`src/adcs_defines.svh`:
```
// Purpose: offsets, field positions and reset values of the calibration/mode sequencer
// Assumes: one 32-bit aligned word per register on AXI4-Lite
// Notes: byte address is four times the register index
`ifndef ADCS_DEFINES_SVH
`define ADCS_DEFINES_SVH

// =====================================================================
// register indices and byte addresses
`define ADCS_IDX_COMM 3'h0
`define ADCS_IDX_MODE 3'h1
`define ADCS_IDX_DATA 3'h5
`define ADCS_ADDR_COMM 8'h00
`define ADCS_ADDR_MODE 8'h04
`define ADCS_ADDR_DATA 8'h14

// =====================================================================
// mode register fields
`define ADCS_MODE_OP_HI 7
`define ADCS_MODE_OP_LO 5
`define ADCS_MODE_GAIN_HI 4
`define ADCS_MODE_GAIN_LO 2
`define ADCS_MODE_TEST_CUR 1
`define ADCS_MODE_FSYNC 0
`define ADCS_MODE_RESET 8'h00

// =====================================================================
// communications register fields
`define ADCS_COMM_READY_BIT 7
`define ADCS_COMM_CHAN_HI 2
`define ADCS_COMM_CHAN_LO 0
`define ADCS_CHAN_RESET 3'h4

// =====================================================================
// data register and bus answers
`define ADCS_DATA_W 24
`define ADCS_DATA_RESET 24'h000000
`define ADCS_RESP_OKAY 2'h0
`define ADCS_RESP_SLVERR 2'h2

`endif

```
`src/adcs_pkg.sv`:
```
// Purpose: types shared by the sequencer files
// Assumes: nothing
// Notes: codes 101..111 are not sequenced here
package adcs_pkg;

    // =================================================================
    // operating-mode codes
    typedef enum logic [2:0] {
        MODE_NORMAL = 3'h0,
        MODE_SELF = 3'h1,
        MODE_SYS_ZERO = 3'h2,
        MODE_SYS_FULL = 3'h3,
        MODE_SYS_OFFSET = 3'h4
    } adcs_mode_e;

    // =================================================================
    // calibration signal source
    typedef enum logic [1:0] {
        SRC_SHORT = 2'h0,
        SRC_AIN = 2'h1,
        SRC_REF = 2'h2
    } adcs_src_e;

    // =================================================================
    // sequencer states
    typedef enum logic [1:0] {
        ST_IDLE = 2'h0,
        ST_ZERO = 2'h1,
        ST_FULL = 2'h2
    } adcs_state_e;

endpackage

```
`src/adcs_cal_seq.sv`:
```
// Purpose: one-shot calibration step sequencer
// Assumes: step_done is a one-cycle pulse from the converter datapath on aclk
// Notes: done_q pulses in the cycle the sequencer returns to idle
`timescale 1ns/1ns
`default_nettype none

module adcs_cal_seq (
    // clock and reset
    input wire logic aclk,
    input wire logic aresetn,
    // control
    input wire logic start,
    input wire logic [2:0] code,
    input wire logic step_done,
    // status and datapath steering
    output logic busy_q,
    output logic done_q,
    output logic cal_req_q,
    output logic cal_full_q,
    output var adcs_pkg::adcs_src_e cal_src_q
);

    adcs_pkg::adcs_state_e state_q;
    adcs_pkg::adcs_mode_e code_q;

    // =================================================================
    // step selection
    wire logic is_self = (code == adcs_pkg::MODE_SELF);
    wire logic is_zsys = (code == adcs_pkg::MODE_SYS_ZERO);
    wire logic is_fsys = (code == adcs_pkg::MODE_SYS_FULL);
    wire logic is_ofs = (code == adcs_pkg::MODE_SYS_OFFSET);
    wire logic two_step = (code_q == adcs_pkg::MODE_SELF) || (code_q == adcs_pkg::MODE_SYS_OFFSET);
    wire logic go = start && (state_q == adcs_pkg::ST_IDLE) && (is_self || is_zsys || is_fsys || is_ofs);

    // =================================================================
    // state machine
    always_ff @(posedge aclk) begin
        done_q <= 1'b0;
        if (!aresetn) begin
            state_q <= adcs_pkg::ST_IDLE;
            code_q <= adcs_pkg::MODE_NORMAL;
            cal_req_q <= 1'b0;
            cal_full_q <= 1'b0;
            cal_src_q <= adcs_pkg::SRC_SHORT;
        end else begin
            unique case (state_q)
                adcs_pkg::ST_IDLE: begin
                    if (go) begin
                        code_q <= adcs_pkg::adcs_mode_e'(code);
                        cal_req_q <= 1'b1;
                        if (is_fsys) begin
                            state_q <= adcs_pkg::ST_FULL;
                            cal_full_q <= 1'b1;
                            cal_src_q <= adcs_pkg::SRC_AIN;
                        end else begin
                            state_q <= adcs_pkg::ST_ZERO;
                            cal_full_q <= 1'b0;
                            cal_src_q <= is_self ? adcs_pkg::SRC_SHORT : adcs_pkg::SRC_AIN;
                        end
                    end
                end
                adcs_pkg::ST_ZERO: begin
                    if (step_done && two_step) begin
                        state_q <= adcs_pkg::ST_FULL;
                        cal_full_q <= 1'b1;
                        cal_src_q <= adcs_pkg::SRC_REF;
                    end else if (step_done) begin
                        state_q <= adcs_pkg::ST_IDLE;
                        cal_req_q <= 1'b0;
                        done_q <= 1'b1;
                    end
                end
                adcs_pkg::ST_FULL: begin
                    if (step_done) begin
                        state_q <= adcs_pkg::ST_IDLE;
                        cal_req_q <= 1'b0;
                        done_q <= 1'b1;
                    end
                end
                default: begin
                    state_q <= adcs_pkg::ST_IDLE;
                    cal_req_q <= 1'b0;
                end
            endcase
        end
    end

    assign busy_q = (state_q != adcs_pkg::ST_IDLE);
endmodule

`default_nettype wire

```
`src/adcs_mode_ctrl.sv`:
```
// Purpose: mode/calibration control block of a sigma-delta converter, AXI4-Lite slave
// Assumes: conversion words and step completion come from datapath logic on aclk
// Notes: comm at 0x00, mode at 0x04, data at 0x14 for reads only; data writes and other addresses answer SLVERR
//
// Contract
// mode: op mode, gain, test current, sync
// mode code zero is normal, reset value
// code 001: shorted zero, then reference full
// finished calibration clears mode field to zero
// ready_n high at start, low on new word
// code 010: zero scale from analog input
// code 011: full scale from analog input
// code 100: input zero, reference full scale
// 3-bit channel field, resets to 100
// comm read top bit mirrors ready_n
// cal code write starts; results withheld meanwhile
`timescale 1ns/1ns
`default_nettype none
`include "adcs_defines.svh"

module adcs_mode_ctrl (
    // clock and reset
    input wire logic aclk,
    input wire logic aresetn,
    // axi4-lite write address
    input wire logic awvalid,
    output logic awready,
    input wire logic [7:0] awaddr,
    input wire logic [2:0] awprot,
    // axi4-lite write data
    input wire logic wvalid,
    output logic wready,
    input wire logic [31:0] wdata,
    input wire logic [3:0] wstrb,
    // axi4-lite write response
    output logic bvalid,
    input wire logic bready,
    output logic [1:0] bresp,
    // axi4-lite read address
    input wire logic arvalid,
    output logic arready,
    input wire logic [7:0] araddr,
    input wire logic [2:0] arprot,
    // axi4-lite read data
    output logic rvalid,
    input wire logic rready,
    output logic [31:0] rdata,
    output logic [1:0] rresp,
    // converter datapath
    input wire logic conv_valid,
    input wire logic [23:0] conv_data,
    input wire logic step_done,
    output logic conv_run,
    output logic cal_req,
    output logic cal_full,
    output var adcs_pkg::adcs_src_e cal_src,
    output logic [2:0] input_select,
    output logic [2:0] gain_sel,
    output logic test_current_on,
    output logic filter_hold_sync,
    // ready pin
    output logic result_ready_n
);

    logic [7:0] mode_q;
    logic [2:0] chan_q;
    logic [23:0] data_q;
    logic ready_n_q;
    logic aw_held_q, w_held_q;
    logic [7:0] awaddr_q;
    logic [31:0] wdata_q;
    logic [3:0] wstrb_q;
    logic rd_comm_q;
    logic busy, seq_done;

    // =================================================================
    // write decode
    wire logic wr_fire = aw_held_q && w_held_q && !bvalid;
    wire logic wr_comm = wr_fire && (awaddr_q == `ADCS_ADDR_COMM);
    wire logic wr_mode = wr_fire && (awaddr_q == `ADCS_ADDR_MODE);
    wire logic wr_ok = wr_comm || wr_mode;
    wire logic lane0 = wstrb_q[0];
    // a zero in the top bit is what lets a comm write take effect
    wire logic comm_take = wr_comm && lane0 && !wdata_q[`ADCS_COMM_READY_BIT];
    // writes to the mode register are refused while a calibration owns it
    wire logic mode_take = wr_mode && lane0 && !busy && !seq_done;
    wire logic [2:0] new_op = wdata_q[`ADCS_MODE_OP_HI:`ADCS_MODE_OP_LO];
    wire logic cal_code = (new_op != adcs_pkg::MODE_NORMAL) && (new_op <= adcs_pkg::MODE_SYS_OFFSET);
    wire logic cal_start = mode_take && cal_code;

    // =================================================================
    // read decode
    wire logic ar_fire = arvalid && arready;
    wire logic rd_comm = (araddr == `ADCS_ADDR_COMM);
    wire logic rd_mode = (araddr == `ADCS_ADDR_MODE);
    wire logic rd_data = (araddr == `ADCS_ADDR_DATA);
    wire logic [31:0] comm_word = {24'h000000, ready_n_q, 4'h0, chan_q};
    wire logic [31:0] rd_mux = rd_comm ? comm_word
                              : rd_mode ? {24'h000000, mode_q}
                              : rd_data ? {8'h00, data_q} : 32'h00000000;
    wire logic [1:0] rd_resp = (rd_comm || rd_mode || rd_data) ? `ADCS_RESP_OKAY : `ADCS_RESP_SLVERR;

    // =================================================================
    // result path: words are dropped while a calibration is running
    wire logic conv_load = conv_valid && !busy;
    wire logic data_read = ar_fire && rd_data;

    // =================================================================
    // write channels
    always_ff @(posedge aclk) begin
        if (!aresetn) begin
            aw_held_q <= 1'b0;
            w_held_q <= 1'b0;
            awaddr_q <= 8'h00;
            wdata_q <= 32'h00000000;
            wstrb_q <= 4'h0;
            bvalid <= 1'b0;
            bresp <= `ADCS_RESP_OKAY;
            awready <= 1'b1;
            wready <= 1'b1;
        end else begin
            if (awvalid && awready) begin
                aw_held_q <= 1'b1;
                awready <= 1'b0;
                awaddr_q <= awaddr;
            end
            if (wvalid && wready) begin
                w_held_q <= 1'b1;
                wready <= 1'b0;
                wdata_q <= wdata;
                wstrb_q <= wstrb;
            end
            if (wr_fire) begin
                bvalid <= 1'b1;
                bresp <= wr_ok ? `ADCS_RESP_OKAY : `ADCS_RESP_SLVERR;
            end else if (bvalid && bready) begin
                bvalid <= 1'b0;
                aw_held_q <= 1'b0;
                w_held_q <= 1'b0;
                awready <= 1'b1;
                wready <= 1'b1;
            end
        end
    end

    // =================================================================
    // read channel
    always_ff @(posedge aclk) begin
        if (!aresetn) begin
            rvalid <= 1'b0;
            rdata <= 32'h00000000;
            rresp <= `ADCS_RESP_OKAY;
            rd_comm_q <= 1'b0;
            arready <= 1'b1;
        end else if (ar_fire) begin
            rvalid <= 1'b1;
            arready <= 1'b0;
            rdata <= rd_mux;
            rresp <= rd_resp;
            rd_comm_q <= rd_comm;
        end else if (rvalid && rready) begin
            rvalid <= 1'b0;
            arready <= 1'b1;
        end
    end

    // =================================================================
    // mode and communications registers
    always_ff @(posedge aclk) begin
        if (!aresetn) begin
            mode_q <= `ADCS_MODE_RESET;
            chan_q <= `ADCS_CHAN_RESET;
        end else begin
            if (mode_take) begin
                mode_q <= wdata_q[7:0];
            end else if (seq_done) begin
                mode_q[`ADCS_MODE_OP_HI:`ADCS_MODE_OP_LO] <= adcs_pkg::MODE_NORMAL;
            end
            if (comm_take) begin
                chan_q <= wdata_q[`ADCS_COMM_CHAN_HI:`ADCS_COMM_CHAN_LO];
            end
        end
    end

    // =================================================================
    // data register and ready flag
    always_ff @(posedge aclk) begin
        if (!aresetn) begin
            data_q <= `ADCS_DATA_RESET;
            ready_n_q <= 1'b1;
            conv_run <= 1'b1;
        end else begin
            if (conv_load) begin
                data_q <= conv_data;
            end
            // conversions pause from the start edge until the sequencer reports done
            if (cal_start) begin
                conv_run <= 1'b0;
            end else if (seq_done) begin
                conv_run <= 1'b1;
            end
            // start beats a new word, a new word beats the read that retires the old one
            if (cal_start) begin
                ready_n_q <= 1'b1;
            end else if (conv_load) begin
                ready_n_q <= 1'b0;
            end else if (data_read) begin
                ready_n_q <= 1'b1;
            end
        end
    end

    // =================================================================
    // calibration sequencer
    adcs_cal_seq u_seq (
        .aclk(aclk),
        .aresetn(aresetn),
        .start(cal_start),
        .code(new_op),
        .step_done(step_done),
        .busy_q(busy),
        .done_q(seq_done),
        .cal_req_q(cal_req),
        .cal_full_q(cal_full),
        .cal_src_q(cal_src)
    );

    assign result_ready_n = ready_n_q;
    assign input_select = chan_q;
    assign gain_sel = mode_q[`ADCS_MODE_GAIN_HI:`ADCS_MODE_GAIN_LO];
    assign test_current_on = mode_q[`ADCS_MODE_TEST_CUR];
    assign filter_hold_sync = mode_q[`ADCS_MODE_FSYNC];
endmodule

`default_nettype wire

```
`config.mk`:
```
export PLATFORM = sky130hd
export DESIGN_NAME = adcs_mode_ctrl
export DESIGN_NICKNAME = d
export VERILOG_FILES = /design/src/adcs_pkg.sv /design/src/adcs_cal_seq.sv /design/src/adcs_mode_ctrl.sv
export VERILOG_INCLUDE_DIRS = /design/src
export SDC_FILE = /design/constraint.sdc
export NUM_CORES = 1
export LEC_CHECK = 0
export BUFFER_PORTS_ARGS = -buffer_cell sky130_fd_sc_hd__buf_4
export CAP_MARGIN = 10
export CORE_UTILIZATION = 30
export DETAILED_ROUTE_END_ITERATION = 7
export PLACE_DENSITY = 0.6
export RECOVER_POWER = 50
export SLEW_MARGIN = 25
export SYNTH_ARGS = -nofsm -noshare
export SYNTH_HDL_FRONTEND = slang
export SYNTH_SLANG_ARGS = --single-unit
```
`constraint.sdc`:
```
create_clock -name aclk -period 4.7 [get_ports aclk]
set_input_delay 0.235 -clock aclk [delete_from_list [all_inputs] [get_ports aclk]]
set_output_delay 0.235 -clock aclk [all_outputs]
set_load 0.05 [all_outputs]
```
==> key figures, run 1 <==
Synthesis
  – Number of distinct library cells after synthesis: 44
  – Ys flop type: dfxtp_1
  – Synth warnings: 0
  – Post-synthesis average cell area: 8.76 µm²
  – FF+latch count, synth: 97
  – Register area share after synthesis: 49.5%
  – Asr flop ratio synth: 0%
  – Mapped cell area: 3920 µm²
  – EDFF count, synth: 0
  – Mapped Cells: 448

Setup path
  – CP max stage delay: 1.09 ns
  – R2R Setup Slk: 2.63 ns
  – Crit end category: flop
  – CP arrival: 2.84 ns
  – Buf+Inv Stages, Crit Path: 2
  – Max stage delay cell, worst path: inv_1
  – CP cell instances: clkbuf_1 > inv_1 > a21oi_1 > o21ai_0
  – Worst-path fanout max: 56
  – Critical Path RT: 4.90 ns
  – Crit path max-delay family: buffers and inverters
  – Type of element launching the critical path: primary input
  – CP Class: primary input to flop

Floorplan
  – Die width: 116 µm
  – Initial Util: 31.0%
  – Die ar.: 13500 µm²
  – Site Rows: 41
  – Core footprint: 12700 µm²
  – I/O pin count: 146
  – Die height: 116 µm

Drt
  – Via count: 3329
  – Wirelength per Cell: 13.5 µm
  – Vias per cell: 4.71
  – DRC: 0
  – WL final: 9.52 mm
  – Antenna Nets Post-Route: 0
  – Drt pass-1 iters: 4
  – Starting DRT DRC Count: 157

Place
  – Placed insts: 692
  – Number of port buffers: 102
  – Placed cell area: 4720 µm²
  – Detailed Place HPWL: 6.91 mm
  – Routability cong.: 0.779

Pwr
  – Pint: 1340 µW
  – Clock power share: 40.9%
  – Sw power: 443 µW
  – Combinational share of power: 10.2%
  – Register share of total power: 48.9%
  – Power Density: 369 nW/µm²
  – Peak VDD IR: 0.000161 V
  – Switching fraction of total power: 24.8%
  – Leakage: 0.00199 µW

STA
  – Setup Viol. Count Final: 0
  – Unrepaired setup endpoints after global routing: no
  – Tcrit/Tclk final: 56.2%
  – Pins over their slew limit: 57
  – TNS Setup: 0 ns
  – Post-Route Skew: 0.00634 ns
  – Peak Freq: 378 MHz
  – Worst hold slack: 0.0958 ns
  – Final Hold Fails: 0
  – Worst-margin pin slew: 1.81 ns
  – Final min period: 2.64 ns
  – Worst slew margin: -21.1%

Global routing
  – Antenna violations before repair: 0
  – Aggregate global-route resource usage: 14.2%
  – First-pass GRT wire length: 14.9 mm
  – Total gr overflow: 0
  – Largest net degree at the start of global routing: 57
  – Vias in the first global route: 2991

CTS
  – Clk sinks: 97
  – # Post-CTS Setup Buffers: 0
  – Root buffer cell: clkbuf_16
  – Clock transition at path regs: 0.06 ns
  – Clock Latency Late Sink: 0.34 ns
  – Cts repair resizes: 0
  – CTS tree: done
  – Cts hold-fix bufs: 0
  – H-tree levels: 3
  – CTS Buf Count: 9
  – CTS Buffer Depth: 2

Hold path
  – Hold Path Class: primary input to flop

Finish
  – Layout cell share with drive strength beyond 1: 14.2%
  – Nets@finish: 627
  – Most common cell after layout, fill and taps aside: dfxtp_1
  – Layout overhead on the synthesized area: 23.3%
  – Final Core Density: 38.2%
  – FILL cells: 1321
  – Fin area: 4840 µm²
  – Antenna diode count: 0
  – Commonest cells after routing, fill and taps aside: dfxtp_1 (97), nand2_1 (94), buf_4 (57)
  – Non-filler cells, final: 707

Flow run
  – Max Cap Violations: 1

Run status
  – Violations in the final reports: capacitance limit, slew limit
  – Status: finished with violations
flip-flops by register name (all words and copies together) (netlist names), 2 cells and up:
| name | flops |
|---|---|
| u_seq.cal_src_q | 2 |
| rdata | 24 |
| mode_q | 8 |
| input_select | 3 |
| u_seq.code_q | 3 |
| u_seq.state_q | 2 |
| data_q | 24 |
| awaddr_q | 8 |
| wdata_q | 8 |
stage by stage:
step / power, µW / setup slack (ns)
4_1_cts: 1820 / 2.63
6_report: 1790 / 2.06
3_3_place_gp: 1080 / 2.71
5_1_grt: 1860 / 1.67
3_5_place_dp: 1080 / 2.63
2_1_floorplan: 1010 / 2.93
power groups by stage:
stage	registers (µW)	clock network (µW)	logic [µW]
finish	873	731	182
global route	877	783	201
floorplan	910	0	105
CTS	873	754	190
detailed placement	892	0	190
global placement	890	0	186
per-layer routing:
metal	vias to the layer above	part of all wire, %	global-route usage, %	routed length [µm]
met4	0	1.5	5.04	147
met1	1550	48	19.7	4530
li1	1684	-	-	-
met2	85	45	21.7	4320
met5	-	0	0	0
met3	10	5.5	3.27	519
synthesized netlist by cell type, types with 3 or more instances:
| cell | n | area [µm²] |
|---|---|---|
| nor2b_1 | 6 | 37.5 |
| dfxtp_1 | 97 | 1940 |
| a22o_1 | 16 | 140 |
| nand2_1 | 94 | 353 |
| a21oi_1 | 52 | 260 |
| o21ai_0 | 19 | 95.1 |
| mux2i_1 | 20 | 200 |
| a211oi_1 | 4 | 30.0 |
| o22ai_1 | 3 | 18.8 |
| nand2b_1 | 4 | 25.0 |
| clkbuf_1 | 20 | 75.1 |
| nand3_1 | 13 | 65.1 |
| o2bb2ai_1 | 5 | 43.8 |
| nand4_1 | 6 | 37.5 |
| o211ai_1 | 3 | 22.5 |
| and2_1 | 6 | 37.5 |
| nor2_1 | 21 | 78.8 |
| buf_4 | 14 | 105 |
| ha_1 | 5 | 62.6 |
| inv_1 | 11 | 41.3 |
kinds of logic after synthesis:
logic type / Yosys count / share of synthesized area, %
compound gates: 110 / 17.3
xor+xnor: 1 / 0.223
fa+ha+maj: 5 / 1.59
buf+inv: 51 / 6.89
flops: 97 / 49.5
mux: 20 / 5.10
other cells: 1 / 0.0956
simple gates: 163 / 19.3
path summary, 6_finish.rpt:
path,from,endpoint,cells past startpoint
hold / removal,wvalid,wready,2
setup reg to reg,wdata_q[6],u_seq.code_q[0],6
hold reg to reg,data_q[8],data_q[8],2
setup / recovery,aresetn,awready,4
area by class of cell:
type | instances | area [µm²] | share of cell area, %
multi-input cells | 309 | 1750 | 36.1
flip-flops and latches | 97 | 1940 | 40.1
clock inverters | 4 | 52.6 | 1.09
well taps | 172 | 215 | 4.45
inverters | 11 | 41.3 | 0.853
repair buffers | 103 | 601 | 12.4
clock buffers | 11 | 243 | 5.02
Note: power is estimated with default switching activity, not from simulation.
==> inputs of run 2 (changes only) <==
--- a/config.mk
+++ b/config.mk
@@ -6,11 +6,12 @@
 export SDC_FILE = /design/constraint.sdc
 export NUM_CORES = 1
 export LEC_CHECK = 0
+export ABC_AREA = 1
 export BUFFER_PORTS_ARGS = -buffer_cell sky130_fd_sc_hd__buf_4
 export CAP_MARGIN = 10
 export CORE_UTILIZATION = 30
 export DETAILED_ROUTE_END_ITERATION = 7
-export PLACE_DENSITY = 0.6
+export PLACE_DENSITY = 0.62
 export RECOVER_POWER = 50
 export SLEW_MARGIN = 25
 export SYNTH_ARGS = -nofsm -noshare
==> constraint.sdc (replaced) <==
create_clock -name aclk -period 2.3 [get_ports aclk]
set_input_delay 0.115 -clock aclk [delete_from_list [all_inputs] [get_ports aclk]]
set_output_delay 0.115 -clock aclk [all_outputs]
set_load 0.05 [all_outputs]
==> run 2 against run 1 <==
Compared with the run above:
- the flow now finishes without violations
- clock skew hardly changed
- total power is 150% higher
- die area is 0.85% lower
- non-clock buffer count is 5 higher
- cell count is 13% higher
- critical path depth is 7 higher
- routed wire length is 0.94% higher
- utilization is 0.58 points higher
- sequential share of layout area is 0.44 points lower
- setup slack worse by 1.8 ns
- synthesized cell count is 18% higher
- synthesized area is 0.86% lower
- critical path type is now flop to flop
- largest cell class unchanged
==> key figures, run 2 <==
Finish
  – Layout overhead on the synthesized area: 25.8%
  – Commonest cells after routing, fill and taps aside: nor2_1 (111), dfxtp_1 (97), nand2_1 (93)
  – Regs by FF count: data_q (24), rdata (24)
  – Most common cell after layout, fill and taps aside: nor2_1
  – FILL cells: 1384 (+4.8%)
  – Fin area: 4890 µm² (+1.1%)
  – Antenna diode count: 0 (unchanged)
  – Nets@finish: 718 (+15%)
  – Layout cell share with drive strength beyond 1: 13.6% (-0.65 points)

Synthesis
  – Largest family of logic cells by synthesized area: simple AND/OR/NAND/NOR gates
  – EDFF count, synth: 0 (unchanged)
  – Synth area leaders: dfxtp_1 (50%), nor2_1 (11%), nand2_1 (9.0%), o21ai_0 (8.2%), a21oi_1 (5.7%)
  – Number of distinct library cells after synthesis: 30 (-32%)
  – Post-Synth Simple-Gate Area: 24.5% (+5.2 points)
  – Post-synthesis average cell area: 7.38 µm² (-16%)
  – Post-synth top cells: nor2_1 (111), dfxtp_1 (97), nand2_1 (93)
  – Cell accounting for the most synthesized area: dfxtp_1
  – Multiplexer share of the synthesized area: 0% (-5.1 points)
  – XOR/XNOR Fraction of Synth Area: 0% (-0.22 points)
  – Synth top area share: 49.9% (+0.43 points)
  – Mapped cell area: 3890 µm² (-0.86%)
  – Asr flop ratio synth: 0% (unchanged)
  – FF+latch count, synth: 97 (unchanged)
  – Top-count cell post-synth: nor2_1
  – Ys flop type: dfxtp_1
  – Register area share after synthesis: 49.9% (+0.43 points)
  – Mapped Cells: 527 (+18%)
  – Synth warnings: 0 (unchanged)
  – Adder-cell share of the synthesized area: 1.61% (+0.014 points)
  – Compound-cell area share of the yosys netlist: 15.6% (-1.7 points)

Setup path
  – CP arrival: 2.32 ns (-0.52 ns)
  – CP Class: flop to flop
  – Critical Path RT: 2.53 ns (-2.37 ns)
  – Buf+Inv Stages, Crit Path: 2 (unchanged)
  – Type of element launching the critical path: flop
  – Crit path max-delay family: simple AND/OR/NAND/NOR gates
  – Max stage delay cell, worst path: dfxtp_1
  – Worst-path fanout max: 12 (-79%)
  – Crit end category: flop
  – CP cell instances: inv_1 > ha_1 > nand3_1 > nor2_2 > nand2_2 > nor2_4 > nand3_2 > nand2_2 > inv_1 > nor2_1 > nor2_1
  – CP max stage delay: 0.36 ns (-0.73 ns)

Global routing
  – First-pass GRT wire length: 15.1 mm (+1.5%)
  – Met1 GRT Util: 16.8% (-2.8 points)
  – Antenna violations before repair: 0 (unchanged)
  – Met3 Use GR: 3.24% (-0.027 points)
  – M2 GR Usage: 25.7% (+4.1 points)
  – Aggregate global-route resource usage: 14.4% (+0.13 points)
  – Grt peak-use layer: met2
  – Total gr overflow: 0 (unchanged)
  – Largest net degree at the start of global routing: 38 (-33%)
  – Vias in the first global route: 3290 (+10%)

CTS
  – Root buffer cell: clkbuf_16
  – Cts repair resizes: 0 (unchanged)
  – CTS Buffer Depth: 2 (unchanged)
  – Cts hold-fix bufs: 2 (+2)
  – # Post-CTS Setup Buffers: 0 (unchanged)
  – Clock transition at path regs: 0.07 ns (about the same)
  – Clock Latency Late Sink: 0.34 ns (about the same)
  – H-tree levels: 3 (unchanged)
  – CTS Buf Count: 9 (unchanged)
  – CTS tree: done
  – Clk sinks: 97 (unchanged)

STA
  – Unrepaired setup endpoints after global routing: no
  – Worst hold slack: 0.0248 ns (-0.0710 ns)
  – Tcrit/Tclk final: 90.8%
  – Pins over their slew limit: 0 (-100%)
  – Setup Viol. Count Final: 0 (unchanged)
  – Final min period: 2.09 ns
  – TNS Setup: 0 ns (unchanged)
  – Post-Route Skew: 0.00594 ns (-0.000402 ns)
  – Final Hold Fails: 0 (unchanged)
  – Worst slew margin: 50.0% (+71 points)
  – Peak Freq: 479 MHz
  – Worst-margin pin slew: 0.749 ns (-1.07 ns)
  – PnR worst setup slack: 0.211 ns (-1.85 ns)

Drt
  – Starting DRT DRC Count: 187 (+19%)
  – Wirelength per Cell: 12.0 µm (-11%)
  – Drt pass-1 iters: 4 (unchanged)
  – Vias per cell: 4.40 (-6.5%)
  – Via count: 3519 (+5.7%)
  – DRC: 0 (unchanged)
  – WL final: 9.60 mm (+0.94%)
  – Antenna Nets Post-Route: 0 (unchanged)

Floorplan
  – Core footprint: 12600 µm² (-0.40%)
  – Die ar.: 13400 µm² (-0.85%)
  – Initial Util: 30.8% (-0.14 points)
  – Site Rows: 41 (unchanged)
  – Die width: 116 µm (-0.43%)
  – I/O pin count: 146 (unchanged)
  – Die height: 116 µm (-0.43%)

Pwr
  – Pint: 2930 µW (+120%)
  – Final Power: 4400 µW (+150%)
  – Leakage: 0.00207 µW (+4.1%)
  – Power Density: 899 nW/µm² (+140%)
  – Peak VDD IR: 0.000420 V (+160%)
  – Register share of total power: 45.2% (-3.7 points)
  – Switching fraction of total power: 33.3% (+8.4 points)
  – Sw power: 1460 µW (+230%)
  – Clock power share: 32.5% (-8.4 points)
  – Combinational share of power: 22.3% (+12 points)

Place
  – Routability cong.: 0.779 (+0.12%)
  – Place WS: 0.229 ns (-2.40 ns)
  – Placed cell area: 4760 µm² (+0.88%)
  – Detailed Place HPWL: 7.16 mm (+3.6%)
  – Number of port buffers: 102 (unchanged)

Run status
  – Status: finished clean

Hold path
  – Hold Path Class: primary input to flop

Flow run
  – Max Cap Violations: 0 (-1)
## run 2: cell count changes after synthesis, sizes merged, moves of 8 or more
| cell | previous run | this run |
|---|---|---|
| mux2i | 20 | 0 |
| a22o | 16 | 0 |
| o21ai | 19 | 64 |
| inv | 11 | 39 |
| clkbuf | 21 | 13 |
| nor2 | 21 | 114 |
| a21oi | 52 | 44 |
## run 2: cells by family after synthesis
group	after synthesis
simple gates	235
fa+ha+maj	5
buf+inv	72
flops	97
compound gates	117
other cells	1
## run 2: area by class of cell
class | instances | area, µm² | area share (%)
Timing Repair Buffer | 108 | 643 | 13.1
Multi-Input combinational cell | 367 | 1660 | 33.9
Clock inverter | 7 | 62.6 | 1.28
Tap cell | 172 | 215 | 4.40
Inverter | 39 | 146 | 2.99
Sequential cell | 97 | 1940 | 39.7
Clock buffer | 9 | 225 | 4.60
## run 2: power by group through the flow
stage          combinational (µW)  sequential, µW  clock [µW]
2_1_floorplan                 610            2130           0
3_3_place_gp                  998            2020           0
3_5_place_dp                 1020            2030           0
4_1_cts                      1030            1990        1470
5_1_grt                      1130            2010        1540
6_report                      983            1990        1430
## run 2: routing by layer
layer	wire [µm]	part of all wire, %	up-vias
met5	0	0	-
met4	157	1.6	0
met2	4680	49	103
li1	-	-	1858
met3	533	5.5	14
met1	4230	44	1544
## run 2: worst register-to-register path, delay by kind of cell (launching register included)
| kind | cells | cell delay [ns] |
|---|---|---|
| adders and majority gates | 1 | 0.34 |
| buffers and inverters | 2 | 0.18 |
| DFF | 1 | 0.36 |
| and+or+nand+nor | 8 | 1.10 |
## run 2: final timing paths
kind                 startpoint                  to  slack (ns)  cells past startpoint
min                      rready              rvalid        0.02                      4
min reg2reg  u_seq.cal_src_q[1]  u_seq.cal_src_q[1]        0.45                      2
max reg2reg    u_seq.state_q[1]    u_seq.state_q[1]        0.21                     11
max            u_seq.state_q[1]    u_seq.state_q[1]        0.21                     11
## run 2: per-stage QoR
stage | instances | utilization (%)
detailed placement | 781 | 37.7
global route | 799 | 38.8
global placement | 781 | 37.7
finish | 799 | 38.8
CTS | 799 | 40.1
floorplan | 536 | -
